**src/hw/hssw_pkg.sv**
```systemverilog
// constants and types shared by the load switch control block
package hssw_pkg;

  // ==========================================================
  // geometry
  localparam int NUM_SW  = 4;
  localparam int NUM_GEN = 2;

  // ==========================================================
  // register indices on the plain register port
  localparam logic [3:0] ADDR_CFG_A  = 4'h0;
  localparam logic [3:0] ADDR_CFG_B  = 4'h1;
  localparam logic [3:0] ADDR_PROT   = 4'h2;
  localparam logic [3:0] ADDR_DUTY_A = 4'h3;
  localparam logic [3:0] ADDR_DUTY_B = 4'h4;
  localparam logic [3:0] ADDR_FREQ   = 4'h5;
  localparam logic [3:0] ADDR_OC     = 4'h6;
  localparam logic [3:0] ADDR_OL     = 4'h7;
  localparam logic [3:0] ADDR_SUPPLY = 4'h8;
  localparam logic [3:0] ADDR_OUTS   = 4'h9;

  // ==========================================================
  // field positions
  localparam int CFG_W       = 3;
  localparam int CFG_STRIDE  = 4;
  localparam int OV_SEL_BIT  = 0;
  localparam int UV_SEL_BIT  = 1;
  localparam int REC_BIT     = 2;
  localparam int SUP_OV_BIT  = 0;
  localparam int SUP_UV_BIT  = 1;

  // ==========================================================
  // per-switch source codes
  localparam logic [2:0] CFG_OFF   = 3'h0;
  localparam logic [2:0] CFG_ON    = 3'h1;
  localparam logic [2:0] CFG_TMR1  = 3'h2;
  localparam logic [2:0] CFG_TMR2  = 3'h3;
  localparam logic [2:0] CFG_PWM_A = 3'h4;
  localparam logic [2:0] CFG_PWM_B = 3'h5;

  // ==========================================================
  // reset values
  localparam logic [2:0] CFG_RST  = 3'h0;
  localparam logic [2:0] PROT_RST = 3'h0;
  localparam logic [7:0] DUTY_RST = 8'h00;
  localparam logic [1:0] FREQ_RST = 2'h0;

  // ==========================================================
  // chip power modes
  typedef enum logic [2:0] {
    MODE_NORMAL   = 3'b000,
    MODE_STOP     = 3'b001,
    MODE_SLEEP    = 3'b010,
    MODE_RESTART  = 3'b011,
    MODE_FAILSAFE = 3'b100
  } hssw_mode_t;

  // ==========================================================
  // timing
  localparam int CLK_HZ       = 20_000_000;
  localparam int CLK_MHZ      = CLK_HZ / 1_000_000;
  localparam int OC_FILTER_NS = 16_000;
  localparam int OL_FILTER_NS = 64_000;
  // least times, rounded up to whole cycles
  localparam int OC_FILTER_CYC = (OC_FILTER_NS * CLK_MHZ + 999) / 1000;
  localparam int OL_FILTER_CYC = (OL_FILTER_NS * CLK_MHZ + 999) / 1000;
  localparam int PWM_STEPS     = 256;
  localparam int PWM_LO_HZ     = 200;
  localparam int PWM_HI_HZ     = 400;
  localparam int PWM_LO_DIV    = CLK_HZ / (PWM_LO_HZ * PWM_STEPS);
  localparam int PWM_HI_DIV    = CLK_HZ / (PWM_HI_HZ * PWM_STEPS);
  localparam int PRESC_W       = 9;

endpackage

```
**src/hw/hssw_filter.sv**
```systemverilog
// qualification counter for one current comparator
`timescale 1ns/1ns
module hssw_filter
  #(
    parameter int LIMIT = 320,
    parameter int CNT_W = 11
  )
  (
    // clock and reset
    input  wire logic clk_i,
    input  wire logic rst_n_i,
    // comparator condition
    input  wire logic cond_i,
    // one-cycle pulse when the condition has held LIMIT cycles
    output logic      hit_o
  );

  logic [CNT_W-1:0] cnt_r;
  logic [CNT_W-1:0] cnt_nxt;
  logic             hit_r;
  logic             hit_nxt;

  // ==========================================================
  // counting
  always_comb
  begin
    cnt_nxt = cnt_r;
    hit_nxt = 1'b0;
    if (!cond_i)
    begin
      cnt_nxt = '0;
    end
    else if (cnt_r < CNT_W'(LIMIT))
    begin
      cnt_nxt = cnt_r + 1'b1;
      hit_nxt = (cnt_r == CNT_W'(LIMIT - 1));
    end
  end

  always_ff @(posedge clk_i or negedge rst_n_i)
  begin
    if (!rst_n_i)
    begin
      cnt_r <= '0;
      hit_r <= 1'b0;
    end
    else
    begin
      cnt_r <= cnt_nxt;
      hit_r <= hit_nxt;
    end
  end

  assign hit_o = hit_r;

endmodule

```
**src/hw/hssw_top.sv**
```systemverilog
// control and protection logic for four load switch outputs
//
// How it works
// - output driven by direct, timer or pulse source
// - configuration writable only in normal mode
// - restart or fail-safe entry forces outputs off
// - supply over-voltage switches outputs off unless deselected
// - supply under-voltage switches outputs off unless deselected
// - without recovery bit, fault end clears configuration
// - supply faults set only their own flags
// - filtered over-current switches that output off
// - over-current sets flag, clears configuration field
// - over-current flags sticky until software clears
// - low current while on sets open-load flag
// - open-load flags held until software clears
// - protection keeps working in stop and sleep
// - software may re-enable after forced off
// - two pulse generators with 8-bit duty
// - each generator selects 200 or 400 Hz
// - each output assignable to any timer/generator
// - pulse output starts as soon as assigned
//
// Added by the designer: the address map and the address-and-strobe port.
`timescale 1ns/1ns
module hssw_top
  import hssw_pkg::*;
  (
    // clock and reset
    input  wire logic             clk_i,
    input  wire logic             rst_n_i,
    // register port
    input  wire logic [3:0]       reg_addr_i,
    input  wire logic [7:0]       reg_wdata_i,
    input  wire logic             reg_wr_i,
    input  wire logic             reg_rd_i,
    output logic      [7:0]       reg_rdata_o,
    // chip power mode
    input  wire logic [2:0]       mode_i,
    // switch supply comparators
    input  wire logic             supply_ov_i,
    input  wire logic             supply_uv_i,
    // per-output current comparators
    input  wire logic [NUM_SW-1:0] overcurrent_i,
    input  wire logic [NUM_SW-1:0] open_load_i,
    // internal timers
    input  wire logic             timer1_i,
    input  wire logic             timer2_i,
    // switch drives
    output logic [NUM_SW-1:0]     load_switch_output_o
  );

  // ==========================================================
  // decode helpers
  function automatic logic src_drive(input logic [2:0] cfg, input logic t1,
                                     input logic t2, input logic [1:0] pwm);
    logic d;
    d = 1'b0;
    case (cfg)
      CFG_ON:    d = 1'b1;
      CFG_TMR1:  d = t1;
      CFG_TMR2:  d = t2;
      CFG_PWM_A: d = pwm[0];
      CFG_PWM_B: d = pwm[1];
      default:   d = 1'b0;
    endcase
    return d;
  endfunction

  function automatic logic [3:0] cfg_addr(input int idx);
    return (idx < 2) ? ADDR_CFG_A : ADDR_CFG_B;
  endfunction

  // ==========================================================
  // state
  logic [2:0]        cfg_r   [NUM_SW];
  logic [2:0]        cfg_nxt [NUM_SW];
  logic [2:0]        prot_r;
  logic [2:0]        prot_nxt;
  logic [7:0]        duty_r   [NUM_GEN];
  logic [7:0]        duty_nxt [NUM_GEN];
  logic [1:0]        freq_r;
  logic [1:0]        freq_nxt;
  logic [NUM_SW-1:0] oc_flag_r;
  logic [NUM_SW-1:0] oc_flag_nxt;
  logic [NUM_SW-1:0] ol_flag_r;
  logic [NUM_SW-1:0] ol_flag_nxt;
  logic [1:0]        sup_flag_r;
  logic [1:0]        sup_flag_nxt;
  logic              fault_d_r;
  logic              off_mode_d_r;
  logic [NUM_SW-1:0] sw_r;
  logic [NUM_SW-1:0] sw_nxt;
  logic [7:0]        rdata_r;
  logic [7:0]        rdata_nxt;

  logic              cfg_wr_ok;
  logic              off_mode;
  logic              fault_now;
  logic              clear_all;
  logic [NUM_SW-1:0] oc_evt;
  logic [NUM_SW-1:0] ol_evt;
  logic [NUM_GEN-1:0] pwm_on;

  // ==========================================================
  // mode and supply fault conditions
  always_comb
  begin
    cfg_wr_ok = reg_wr_i && (mode_i == MODE_NORMAL);
    off_mode  = (mode_i == MODE_RESTART) || (mode_i == MODE_FAILSAFE);
    // selection bits set to 1 disable the shutdown
    fault_now = (supply_ov_i && !prot_r[OV_SEL_BIT])
             || (supply_uv_i && !prot_r[UV_SEL_BIT]);
    // configuration is dropped on fault end without recovery, and on forced-off entry
    clear_all = (fault_d_r && !fault_now && !prot_r[REC_BIT])
             || (off_mode && !off_mode_d_r);
  end

  // ==========================================================
  // current filters, qualified only while the switch is on
  genvar gi;
  generate
    for (gi = 0; gi < NUM_SW; gi++)
    begin : g_sense
      hssw_filter #(
        .LIMIT (OC_FILTER_CYC),
        .CNT_W (11)
      ) u_oc (
        .clk_i   (clk_i),
        .rst_n_i (rst_n_i),
        .cond_i  (overcurrent_i[gi] && sw_r[gi]),
        .hit_o   (oc_evt[gi])
      );
      hssw_filter #(
        .LIMIT (OL_FILTER_CYC),
        .CNT_W (11)
      ) u_ol (
        .clk_i   (clk_i),
        .rst_n_i (rst_n_i),
        .cond_i  (open_load_i[gi] && sw_r[gi]),
        .hit_o   (ol_evt[gi])
      );
    end
  endgenerate

  // ==========================================================
  // pulse generators, free running so an assignment takes effect at once
  generate
    for (gi = 0; gi < NUM_GEN; gi++)
    begin : g_pwm
      logic [PRESC_W-1:0] presc_r;
      logic [PRESC_W-1:0] presc_nxt;
      logic [7:0]         step_r;
      logic [7:0]         step_nxt;
      logic [PRESC_W-1:0] div_last;

      always_comb
      begin
        div_last  = freq_r[gi] ? PRESC_W'(PWM_HI_DIV - 1)
                               : PRESC_W'(PWM_LO_DIV - 1);
        presc_nxt = presc_r + 1'b1;
        step_nxt  = step_r;
        // >= covers a rate change that leaves the prescaler past the new end
        if (presc_r >= div_last)
        begin
          presc_nxt = '0;
          step_nxt  = step_r + 1'b1;
        end
      end

      always_ff @(posedge clk_i or negedge rst_n_i)
      begin
        if (!rst_n_i)
        begin
          presc_r <= '0;
          step_r  <= '0;
        end
        else
        begin
          presc_r <= presc_nxt;
          step_r  <= step_nxt;
        end
      end

      assign pwm_on[gi] = (step_r < duty_r[gi]);
    end
  endgenerate

  // ==========================================================
  // configuration, status flags and drives
  always_comb
  begin
    prot_nxt = prot_r;
    freq_nxt = freq_r;
    for (int g = 0; g < NUM_GEN; g++)
    begin
      duty_nxt[g] = duty_r[g];
    end
    if (cfg_wr_ok)
    begin
      if (reg_addr_i == ADDR_PROT)
      begin
        prot_nxt = reg_wdata_i[2:0];
      end
      else if (reg_addr_i == ADDR_DUTY_A)
      begin
        duty_nxt[0] = reg_wdata_i;
      end
      else if (reg_addr_i == ADDR_DUTY_B)
      begin
        duty_nxt[1] = reg_wdata_i;
      end
      else if (reg_addr_i == ADDR_FREQ)
      begin
        freq_nxt = reg_wdata_i[1:0];
      end
    end

    for (int i = 0; i < NUM_SW; i++)
    begin
      cfg_nxt[i] = cfg_r[i];
      if (cfg_wr_ok && reg_addr_i == cfg_addr(i))
      begin
        cfg_nxt[i] = reg_wdata_i[(i % 2) * CFG_STRIDE +: CFG_W];
      end
      // hardware clears win over a same-cycle write
      if (clear_all || oc_evt[i])
      begin
        cfg_nxt[i] = CFG_OFF;
      end
      sw_nxt[i] = src_drive(cfg_nxt[i], timer1_i, timer2_i, pwm_on)
                && !fault_now && !off_mode;
    end

    // write-one-to-clear in any mode; a same-cycle event keeps the flag set
    oc_flag_nxt  = oc_flag_r | oc_evt;
    ol_flag_nxt  = ol_flag_r | ol_evt;
    sup_flag_nxt = sup_flag_r | {supply_uv_i, supply_ov_i};
    if (reg_wr_i && reg_addr_i == ADDR_OC)
    begin
      oc_flag_nxt = (oc_flag_r & ~reg_wdata_i[NUM_SW-1:0]) | oc_evt;
    end
    else if (reg_wr_i && reg_addr_i == ADDR_OL)
    begin
      ol_flag_nxt = (ol_flag_r & ~reg_wdata_i[NUM_SW-1:0]) | ol_evt;
    end
    else if (reg_wr_i && reg_addr_i == ADDR_SUPPLY)
    begin
      sup_flag_nxt = (sup_flag_r & ~reg_wdata_i[1:0]) | {supply_uv_i, supply_ov_i};
    end
  end

  always_ff @(posedge clk_i or negedge rst_n_i)
  begin
    if (!rst_n_i)
    begin
      for (int i = 0; i < NUM_SW; i++)
      begin
        cfg_r[i] <= CFG_RST;
      end
      for (int g = 0; g < NUM_GEN; g++)
      begin
        duty_r[g] <= DUTY_RST;
      end
      prot_r       <= PROT_RST;
      freq_r       <= FREQ_RST;
      oc_flag_r    <= '0;
      ol_flag_r    <= '0;
      sup_flag_r   <= '0;
      fault_d_r    <= 1'b0;
      off_mode_d_r <= 1'b0;
      sw_r         <= '0;
    end
    else
    begin
      cfg_r        <= cfg_nxt;
      duty_r       <= duty_nxt;
      prot_r       <= prot_nxt;
      freq_r       <= freq_nxt;
      oc_flag_r    <= oc_flag_nxt;
      ol_flag_r    <= ol_flag_nxt;
      sup_flag_r   <= sup_flag_nxt;
      fault_d_r    <= fault_now;
      off_mode_d_r <= off_mode;
      sw_r         <= sw_nxt;
    end
  end

  assign load_switch_output_o = sw_r;

  // ==========================================================
  // read port: data stands only in the cycle after the strobe
  always_comb
  begin
    rdata_nxt = 8'h00;
    if (!reg_rd_i)
    begin
      rdata_nxt = 8'h00;
    end
    else if (reg_addr_i == ADDR_CFG_A)
    begin
      rdata_nxt = {1'b0, cfg_r[1], 1'b0, cfg_r[0]};
    end
    else if (reg_addr_i == ADDR_CFG_B)
    begin
      rdata_nxt = {1'b0, cfg_r[3], 1'b0, cfg_r[2]};
    end
    else if (reg_addr_i == ADDR_PROT)
    begin
      rdata_nxt = {5'h00, prot_r};
    end
    else if (reg_addr_i == ADDR_DUTY_A)
    begin
      rdata_nxt = duty_r[0];
    end
    else if (reg_addr_i == ADDR_DUTY_B)
    begin
      rdata_nxt = duty_r[1];
    end
    else if (reg_addr_i == ADDR_FREQ)
    begin
      rdata_nxt = {6'h00, freq_r};
    end
    else if (reg_addr_i == ADDR_OC)
    begin
      rdata_nxt = {4'h0, oc_flag_r};
    end
    else if (reg_addr_i == ADDR_OL)
    begin
      rdata_nxt = {4'h0, ol_flag_r};
    end
    else if (reg_addr_i == ADDR_SUPPLY)
    begin
      rdata_nxt = {4'h0, supply_uv_i, supply_ov_i, sup_flag_r};
    end
    else if (reg_addr_i == ADDR_OUTS)
    begin
      rdata_nxt = {4'h0, sw_r};
    end
  end

  always_ff @(posedge clk_i or negedge rst_n_i)
  begin
    if (!rst_n_i)
    begin
      rdata_r <= 8'h00;
    end
    else
    begin
      rdata_r <= rdata_nxt;
    end
  end

  assign reg_rdata_o = rdata_r;

endmodule

```
**config.mk**
```make
export PLATFORM = sky130hd
export DESIGN_NAME = hssw_top
export DESIGN_NICKNAME = d
export VERILOG_FILES = /design/src/hw/hssw_pkg.sv /design/src/hw/hssw_filter.sv /design/src/hw/hssw_top.sv
export SDC_FILE = /design/constraint.sdc
export NUM_CORES = 1
export LEC_CHECK = 0
export ABC_AREA = 1
export CAP_MARGIN = 20
export CORE_MARGIN = 1
export CORE_UTILIZATION = 64
export DETAILED_ROUTE_END_ITERATION = 12
export DONT_BUFFER_PORTS = 1
export GPL_TIMING_DRIVEN = 0
export PLACE_DENSITY = 0.8
export SLEW_MARGIN = 20
export SYNTH_ARGS = -nofsm -noshare
export SYNTH_HDL_FRONTEND = slang
export SYNTH_SLANG_ARGS = --single-unit
```
**constraint.sdc**
```tcl
create_clock -name clk_i -period 2.57 [get_ports clk_i]
set_input_delay 0.6425 -clock clk_i [delete_from_list [all_inputs] [get_ports clk_i]]
set_output_delay 0.6425 -clock clk_i [all_outputs]
set_load 0.02 [all_outputs]
```
**Word level (Yosys, flattened, before mapping)**

Cells that the tools add are included.

- Flip-flop bits (word level): 187
- Output and inout bits: 12
- Logic and storage cells: 231
- Input bits: 31

- Reduce and logical (&&, ||, !) cells: 46
- Equal/unequal tests: 47
- Order comparisons: 12
- Bitwise operators: 14
- Add/subtract/negate cells: 12
- Mux-type cells: 65

Operator list:

| kind | count |
|---|---|
| 2-to-1 mux 11 bit | 16 |
| adder 11 x 1 -> 11 bit, second input constant | 8 |
| 2-to-1 mux 8 bit | 6 |
| == test 11 bit, second input constant | 4 |
| == test 11 x 9 -> 1 bit, second input constant | 4 |
| < comparator 11 bit, second input constant | 4 |
| < comparator 11 x 9 -> 1 bit, second input constant | 4 |
| 2-to-1 mux 9 bit | 4 |
| 2-to-1 mux 4 bit | 8 |
| == test 3 x 2 -> 1 bit, second input constant | 9 |
| == test 3 bit, second input constant | 9 |
| logical AND 1 bit | 27 |
| 2-to-1 mux 3 bit | 8 |
| case mux 1 bit (5 select lines) | 4 |
| adder 9 x 1 -> 9 bit, second input constant | 2 |
| >= comparator 9 bit | 2 |
| adder 8 x 1 -> 8 bit, second input constant | 2 |
| == test 4 x 3 -> 1 bit, second input constant | 4 |
| < comparator 8 bit | 2 |
| 2-to-1 mux 1 bit | 16 |
| != test 2 bit, second input constant | 8 |
| OR 4 bit | 4 |
| == test 3 x 1 -> 1 bit, second input constant | 4 |
| AND 4 bit | 2 |
| other kinds (17) | 35 |

**Depth between registers and ports, before layout**

- Depth in word-level cells: 13
- Depth in mapped cells: 12
- Mapped depth without buffers: 12

**Cells and area by module**

From an unflattened synthesis, not the netlist that was laid out.

- Cells, all modules: 1,335
- Area total of the unflattened synthesis: 10,411.2 sq um

By module, submodules not included:

| module | seq. area each (sq um) | area an instance (sq um) | cells each | times used |
|---|---|---|---|---|
| hssw_top | 2,277.2 | 5,261.3 | 679 | 1 |
| hssw_filter (g_sense[0].u_ol ...) | 300.3 | 646.9 | 80 | 4 |
| hssw_filter (g_sense[0].u_oc ...) | 300.3 | 640.6 | 84 | 4 |

**Least setup slack after synthesis**

Ideal clock, no wire load.

- Kind: flip-flop to flip-flop
- Start: reg freq_r[1]
- End: reg g_pwm[1].presc_r[2]
- Buffers on the path: 1
- Stages on the path, launching flop included: 8
- Setup slack: 780 ps
- Required time: 2,482 ps
- Data arrival time: 1,702 ps
- Period minus slack after synthesis: 1,790 ps
- Library setup time: 88 ps
- Cell sequence: dfrtp_1 -> inv_1 -> ha_1 -> a21o_1 -> a211oi_1 -> nand3_2 -> buf_2 -> nor3b_1

- Cells in the longest elaborated chain, start to end: 3

RTL lines:

| item | line | text |
|---|---|---|
| from (decl) | hssw_top.sv:81 | `logic [1:0] freq_r;` |
| from (signal assigned) | hssw_top.sv:278 | `freq_r <= freq_nxt;` |
| 2-to-1 mux 9 bit | hssw_top.sv:158 | `div_last = freq_r[gi] ? PRESC_W'(PWM_HI_DIV - 1)` |
| >= comparator 9 bit | hssw_top.sv:163 | `if (presc_r >= div_last)` |
| 2-to-1 mux 9 bit | hssw_top.sv:163 |  |
| named net g_pwm[1].presc_nxt[2] | hssw_top.sv:151 | `logic [PRESC_W-1:0] presc_nxt;` |
| to (signal assigned) | hssw_top.sv:179 | `presc_r <= presc_nxt;` |
| to (decl) | hssw_top.sv:150 | `logic [PRESC_W-1:0] presc_r;` |

The timed path passes the listed nets, and every way through them passes these cells.
A chain may end at the register's enable or synchronous reset.

**Worst setup path in the final report**

- Start: reg freq_r[0]
- End: reg g_pwm[0].presc_r[4]

- Cells in the longest elaborated chain, start to end: 3

RTL lines:

| item | line |
|---|---|
| 2-to-1 mux 9 bit | hssw_top.sv:158 |
| >= comparator 9 bit | hssw_top.sv:163 |
| 2-to-1 mux 9 bit | hssw_top.sv:163 |
| named net g_pwm[0].presc_nxt[4] | hssw_top.sv:151 |
| to (signal assigned) | hssw_top.sv:179 |
| to (decl) | hssw_top.sv:150 |

The timed path passes the listed nets, and every way through them passes these cells.

==> out/qor.json <==
{
  "cts": {
    "cts_resized": 0,
    "worstSkewPairLatency_ps": 440,
    "cts_tree": "yes",
    "cts.repair_timing.setup_buffer_count": 0,
    "cts.reportedPaths.clkPinSlew_ps": 70,
    "h-tree-depth": 4,
    "clock_tree.root_cell": "sky130_fd_sc_hd__clkbuf_16",
    "cts-buffers-inserted": 17,
    "cts_max_path_buffers": 2,
    "num_clock_sinks": 187
  },
  "finish": {
    "finalNetCount": 1277,
    "fillerInstances": 1143,
    "multi_input_comb_area_mm2": 0.004173,
    "synthToLayoutAreaGrowth_pct": 8.487,
    "mostFrequentLayoutCell": "sky130_fd_sc_hd__nand2_1",
    "antennaDiodeCount": 0,
    "seq_area_mm2": 0.004679,
    "layout.cells.most_common_list": "228 x sky130_fd_sc_hd__nand2_1, 199 x sky130_fd_sc_hd__inv_1, 187 x sky130_fd_sc_hd__dfrtp_1",
    "drive_above_1_share_pct": 5.887
  },
  "worst_setup_path": {
    "r2r_setup_slack_ps": 420,
    "critPathRequiredTime_ps": 2920,
    "cp_class": "flop to flop",
    "cp_max_fo": 10,
    "crit_arrival_ps": 2500,
    "timing.critical_path.slowest_cell_delay_ps": 490,
    "kind_of_cell_with_the_highest_combined_delay_on_the_critical_path": "buffers and inverters",
    "critical_path.most_common_cell": "sky130_fd_sc_hd__inv_1",
    "path_cells": "inv_1, ha_1, inv_1, o21bai_1, a211oi_1, nand3_2, buf_2, nor3b_1",
    "start_kind": "flop",
    "critPathSlowestCell": "sky130_fd_sc_hd__dfrtp_1",
    "crit_buf_inv": 3,
    "timing.critical_path.to_type": "flop"
  },
  "synthesis": {
    "synth.top_cells.by_area": "sky130_fd_sc_hd__dfrtp_1 48%, sky130_fd_sc_hd__nand2_1 8.9%, sky130_fd_sc_hd__inv_1 7.7%, sky130_fd_sc_hd__o21ai_0 5.0%, sky130_fd_sc_hd__ha_1 4.7%",
    "synth_top_cell_area_share_pct": 48.46,
    "yosysWarnings": 0,
    "syn-cell-area_mm2": 0.009657,
    "syn-num-nets": 1258,
    "synth.lib_cells_used.distinct": 46,
    "synth_top_cell_by_area": "sky130_fd_sc_hd__dfrtp_1",
    "syn_area_per_cell_um2": 8.108,
    "total_of_flip_flops_plus_latches_after_synthesis": 187,
    "synthesis.instances": 1191,
    "synth-edff-count": 0,
    "ys_dominant_reg_cell": "sky130_fd_sc_hd__dfrtp_1",
    "postSynth.asyncResetShare_pct": 100.0,
    "synth.yosys.seq_area_share_pct": 48.46
  },
  "routing": {
    "detail-route-antenna-nets": 0,
    "drt_wl_total_mm": 20.20,
    "detailroute.via_count": 7831,
    "wire_per_inst_um": 14.36,
    "drc": 6,
    "drt_first_iter_violations": 524,
    "drt_pre_antenna_iters": 9,
    "vias_per_cell": 5.566
  },
  "sta": {
    "setup-violations-final": 0,
    "whs_ps": -103.7,
    "slew_headroom_pct": 61.85,
    "max_clock_freq_mhz": 465.3,
    "rsz0062_at_grt": "no",
    "timing_hold_violations_final": 187,
    "fin_skew_ps": 7.354,
    "drv_slew": 0,
    "worstMarginPinSlew_ps": 567.9,
    "setup_tns_ps": 0,
    "finalCritPeriodShare_pct": 83.62,
    "post-route-min-period_ps": 2149
  },
  "global_routing": {
    "use_met1_pct": 34.90,
    "grt_pass1_vias": 7558,
    "groute.usage.overall_pct": 27.73,
    "initial_antenna_violation_count": 0,
    "highest_utilization_routing_layer_at_the_global_route_stage": "met2",
    "grt_pass1_wl_mm": 34.37,
    "globalRouteOverflowTotal": 0,
    "groute.layer.met2.usage_pct": 47.42,
    "gr-usage-met3_pct": 6.572,
    "grt_start_max_net_pins": 188
  },
  "status": {
    "failed_checks": "design-rule violations, negative hold slack",
    "outcome": "finished with violations"
  },
  "place": {
    "port-buffer-count": 0,
    "post-dp-hpwl_mm": 14.42,
    "gpl.final_weighted_congestion": 0.8491
  },
  "pwr": {
    "power_density_mw_per_mm2": 568.2,
    "ir_worst_vdd_v": 0.0005806,
    "static_leakage_nw": 4.930,
    "fin_total_pwr_mw": 5.953
  },
  "die": {
    "fp.dieW_um": 124.8,
    "design.portCount": 43,
    "floorplan.initialDensity_pct": 65.94,
    "die_area_mm2": 0.01558,
    "core_mm2": 0.01464,
    "dieHeight_um": 124.8,
    "placement_rows": 44
  },
  "worst_hold_path": {
    "worstHoldPathType": "primary input to asynchronous set/reset pin"
  },
  "flow_run": {
    "maxCapViolCount": 0
  }
}
-- sequential cells by signal, indices dropped and copies added, names as in the netlist, 2 cells and up --
signal / cells
sup_flag_r: 2
prot_r: 3
cfg_r: 12
g_sense.u_oc.cnt_r: 44
freq_r: 2
ol_flag_r: 4
duty_r: 16
g_sense.u_oc.hit_o: 4
g_pwm.step_r: 16
reg_rdata_o: 8
g_sense.u_ol.cnt_r: 44
oc_flag_r: 4
g_sense.u_ol.hit_o: 4
g_pwm.presc_r: 18
load_switch_output_o: 4
-- per-stage QoR --
stage	util [%]	hold slack, ps	cell area [um2]	setup WS [ps]	cells
after floorplan	-	346.9	9657	779.9	1191
after global placement	67.52	352.8	9887	484.4	1375
after detailed placement	67.52	353.0	9887	454.3	1375
after CTS	71.54	-115.8	10480	441.3	1407
after global routing	71.54	-119.9	10480	296.1	1407
final	71.54	-103.7	10480	420.9	1407
-- worst paths after layout --
| kind | end | cells after the start | from |
|---|---|---|---|
| min in group clk_i | sup_flag_r[0] | 2 | supply_ov_i |
| worst min register to register | ol_flag_r[1] | 2 | g_sense[1].u_ol.hit_o |
| worst max-delay path | g_pwm[0].presc_r[4] | 8 | freq_r[0] |
| worst max register to register | g_pwm[0].presc_r[4] | 8 | freq_r[0] |
| worst min-delay path | g_pwm[0].step_r[4] | 0 | rst_n_i |
| max in group asynchronous | duty_r[10] | 0 | rst_n_i |
-- cell families after synthesis --
kind of cell,after synthesis,share of synthesized area (%)
AND/OR/NAND/NOR,514,24.40
AO/OA/AOI/OAI,223,12.43
buffers and inverters,212,8.331
flip-flops,187,48.46
adder cells (fa/ha/maj),36,4.664
XOR/XNOR,19,1.723
-- synthesized netlist by cell type (3+ instances only) --
cell / n
sky130_fd_sc_hd__nand2_1: 228
sky130_fd_sc_hd__inv_1: 199
sky130_fd_sc_hd__dfrtp_1: 187
sky130_fd_sc_hd__o21ai_0: 97
sky130_fd_sc_hd__nor2_1: 96
sky130_fd_sc_hd__a21oi_1: 83
sky130_fd_sc_hd__nand3_1: 80
sky130_fd_sc_hd__nor3_1: 39
sky130_fd_sc_hd__ha_1: 36
sky130_fd_sc_hd__xor2_1: 18
sky130_fd_sc_hd__nand4_1: 16
sky130_fd_sc_hd__nor4_1: 11
sky130_fd_sc_hd__a211oi_1: 8
sky130_fd_sc_hd__nand2_2: 8
sky130_fd_sc_hd__o21ai_1: 8
sky130_fd_sc_hd__nor2_2: 6
sky130_fd_sc_hd__nor3b_1: 6
sky130_fd_sc_hd__o22ai_1: 6
sky130_fd_sc_hd__a21o_1: 4
sky130_fd_sc_hd__a31oi_1: 4
sky130_fd_sc_hd__and3_1: 4
sky130_fd_sc_hd__buf_2: 4
sky130_fd_sc_hd__inv_2: 4
sky130_fd_sc_hd__nand2_4: 4
sky130_fd_sc_hd__clkbuf_1: 3
sky130_fd_sc_hd__nor2_4: 3
sky130_fd_sc_hd__o21bai_1: 3
-- layout make-up --
| type | count | area share [%] |
|---|---|---|
| Inverter | 204 | 7.309 |
| Multi-Input combinational cell | 792 | 39.83 |
| Clock inverter | 14 | 1.529 |
| Buffer | 8 | 0.3702 |
| Clock buffer | 18 | 4.097 |
| Tap cell | 184 | 2.198 |
| Sequential cell | 187 | 44.67 |
-- power by group --
part / switching (mW) / total (mW) / internal [mW]
registers: 0.0485 / 3.05 / 3.01
clock network: 1.18 / 2.64 / 1.45
logic: 0.180 / 0.263 / 0.0829
total: 1.41 / 5.95 / 4.54
-- routing by layer --
metal	routed length (um)	share of wire, %	vias to the layer above
met3	1048	5.2	34
met4	356	1.8	0
li1	-	-	3934
met2	9916	49	153
met5	0	0	-
met1	8879	44	3710
No activity file was read; power rests on OpenSTA's default activity.
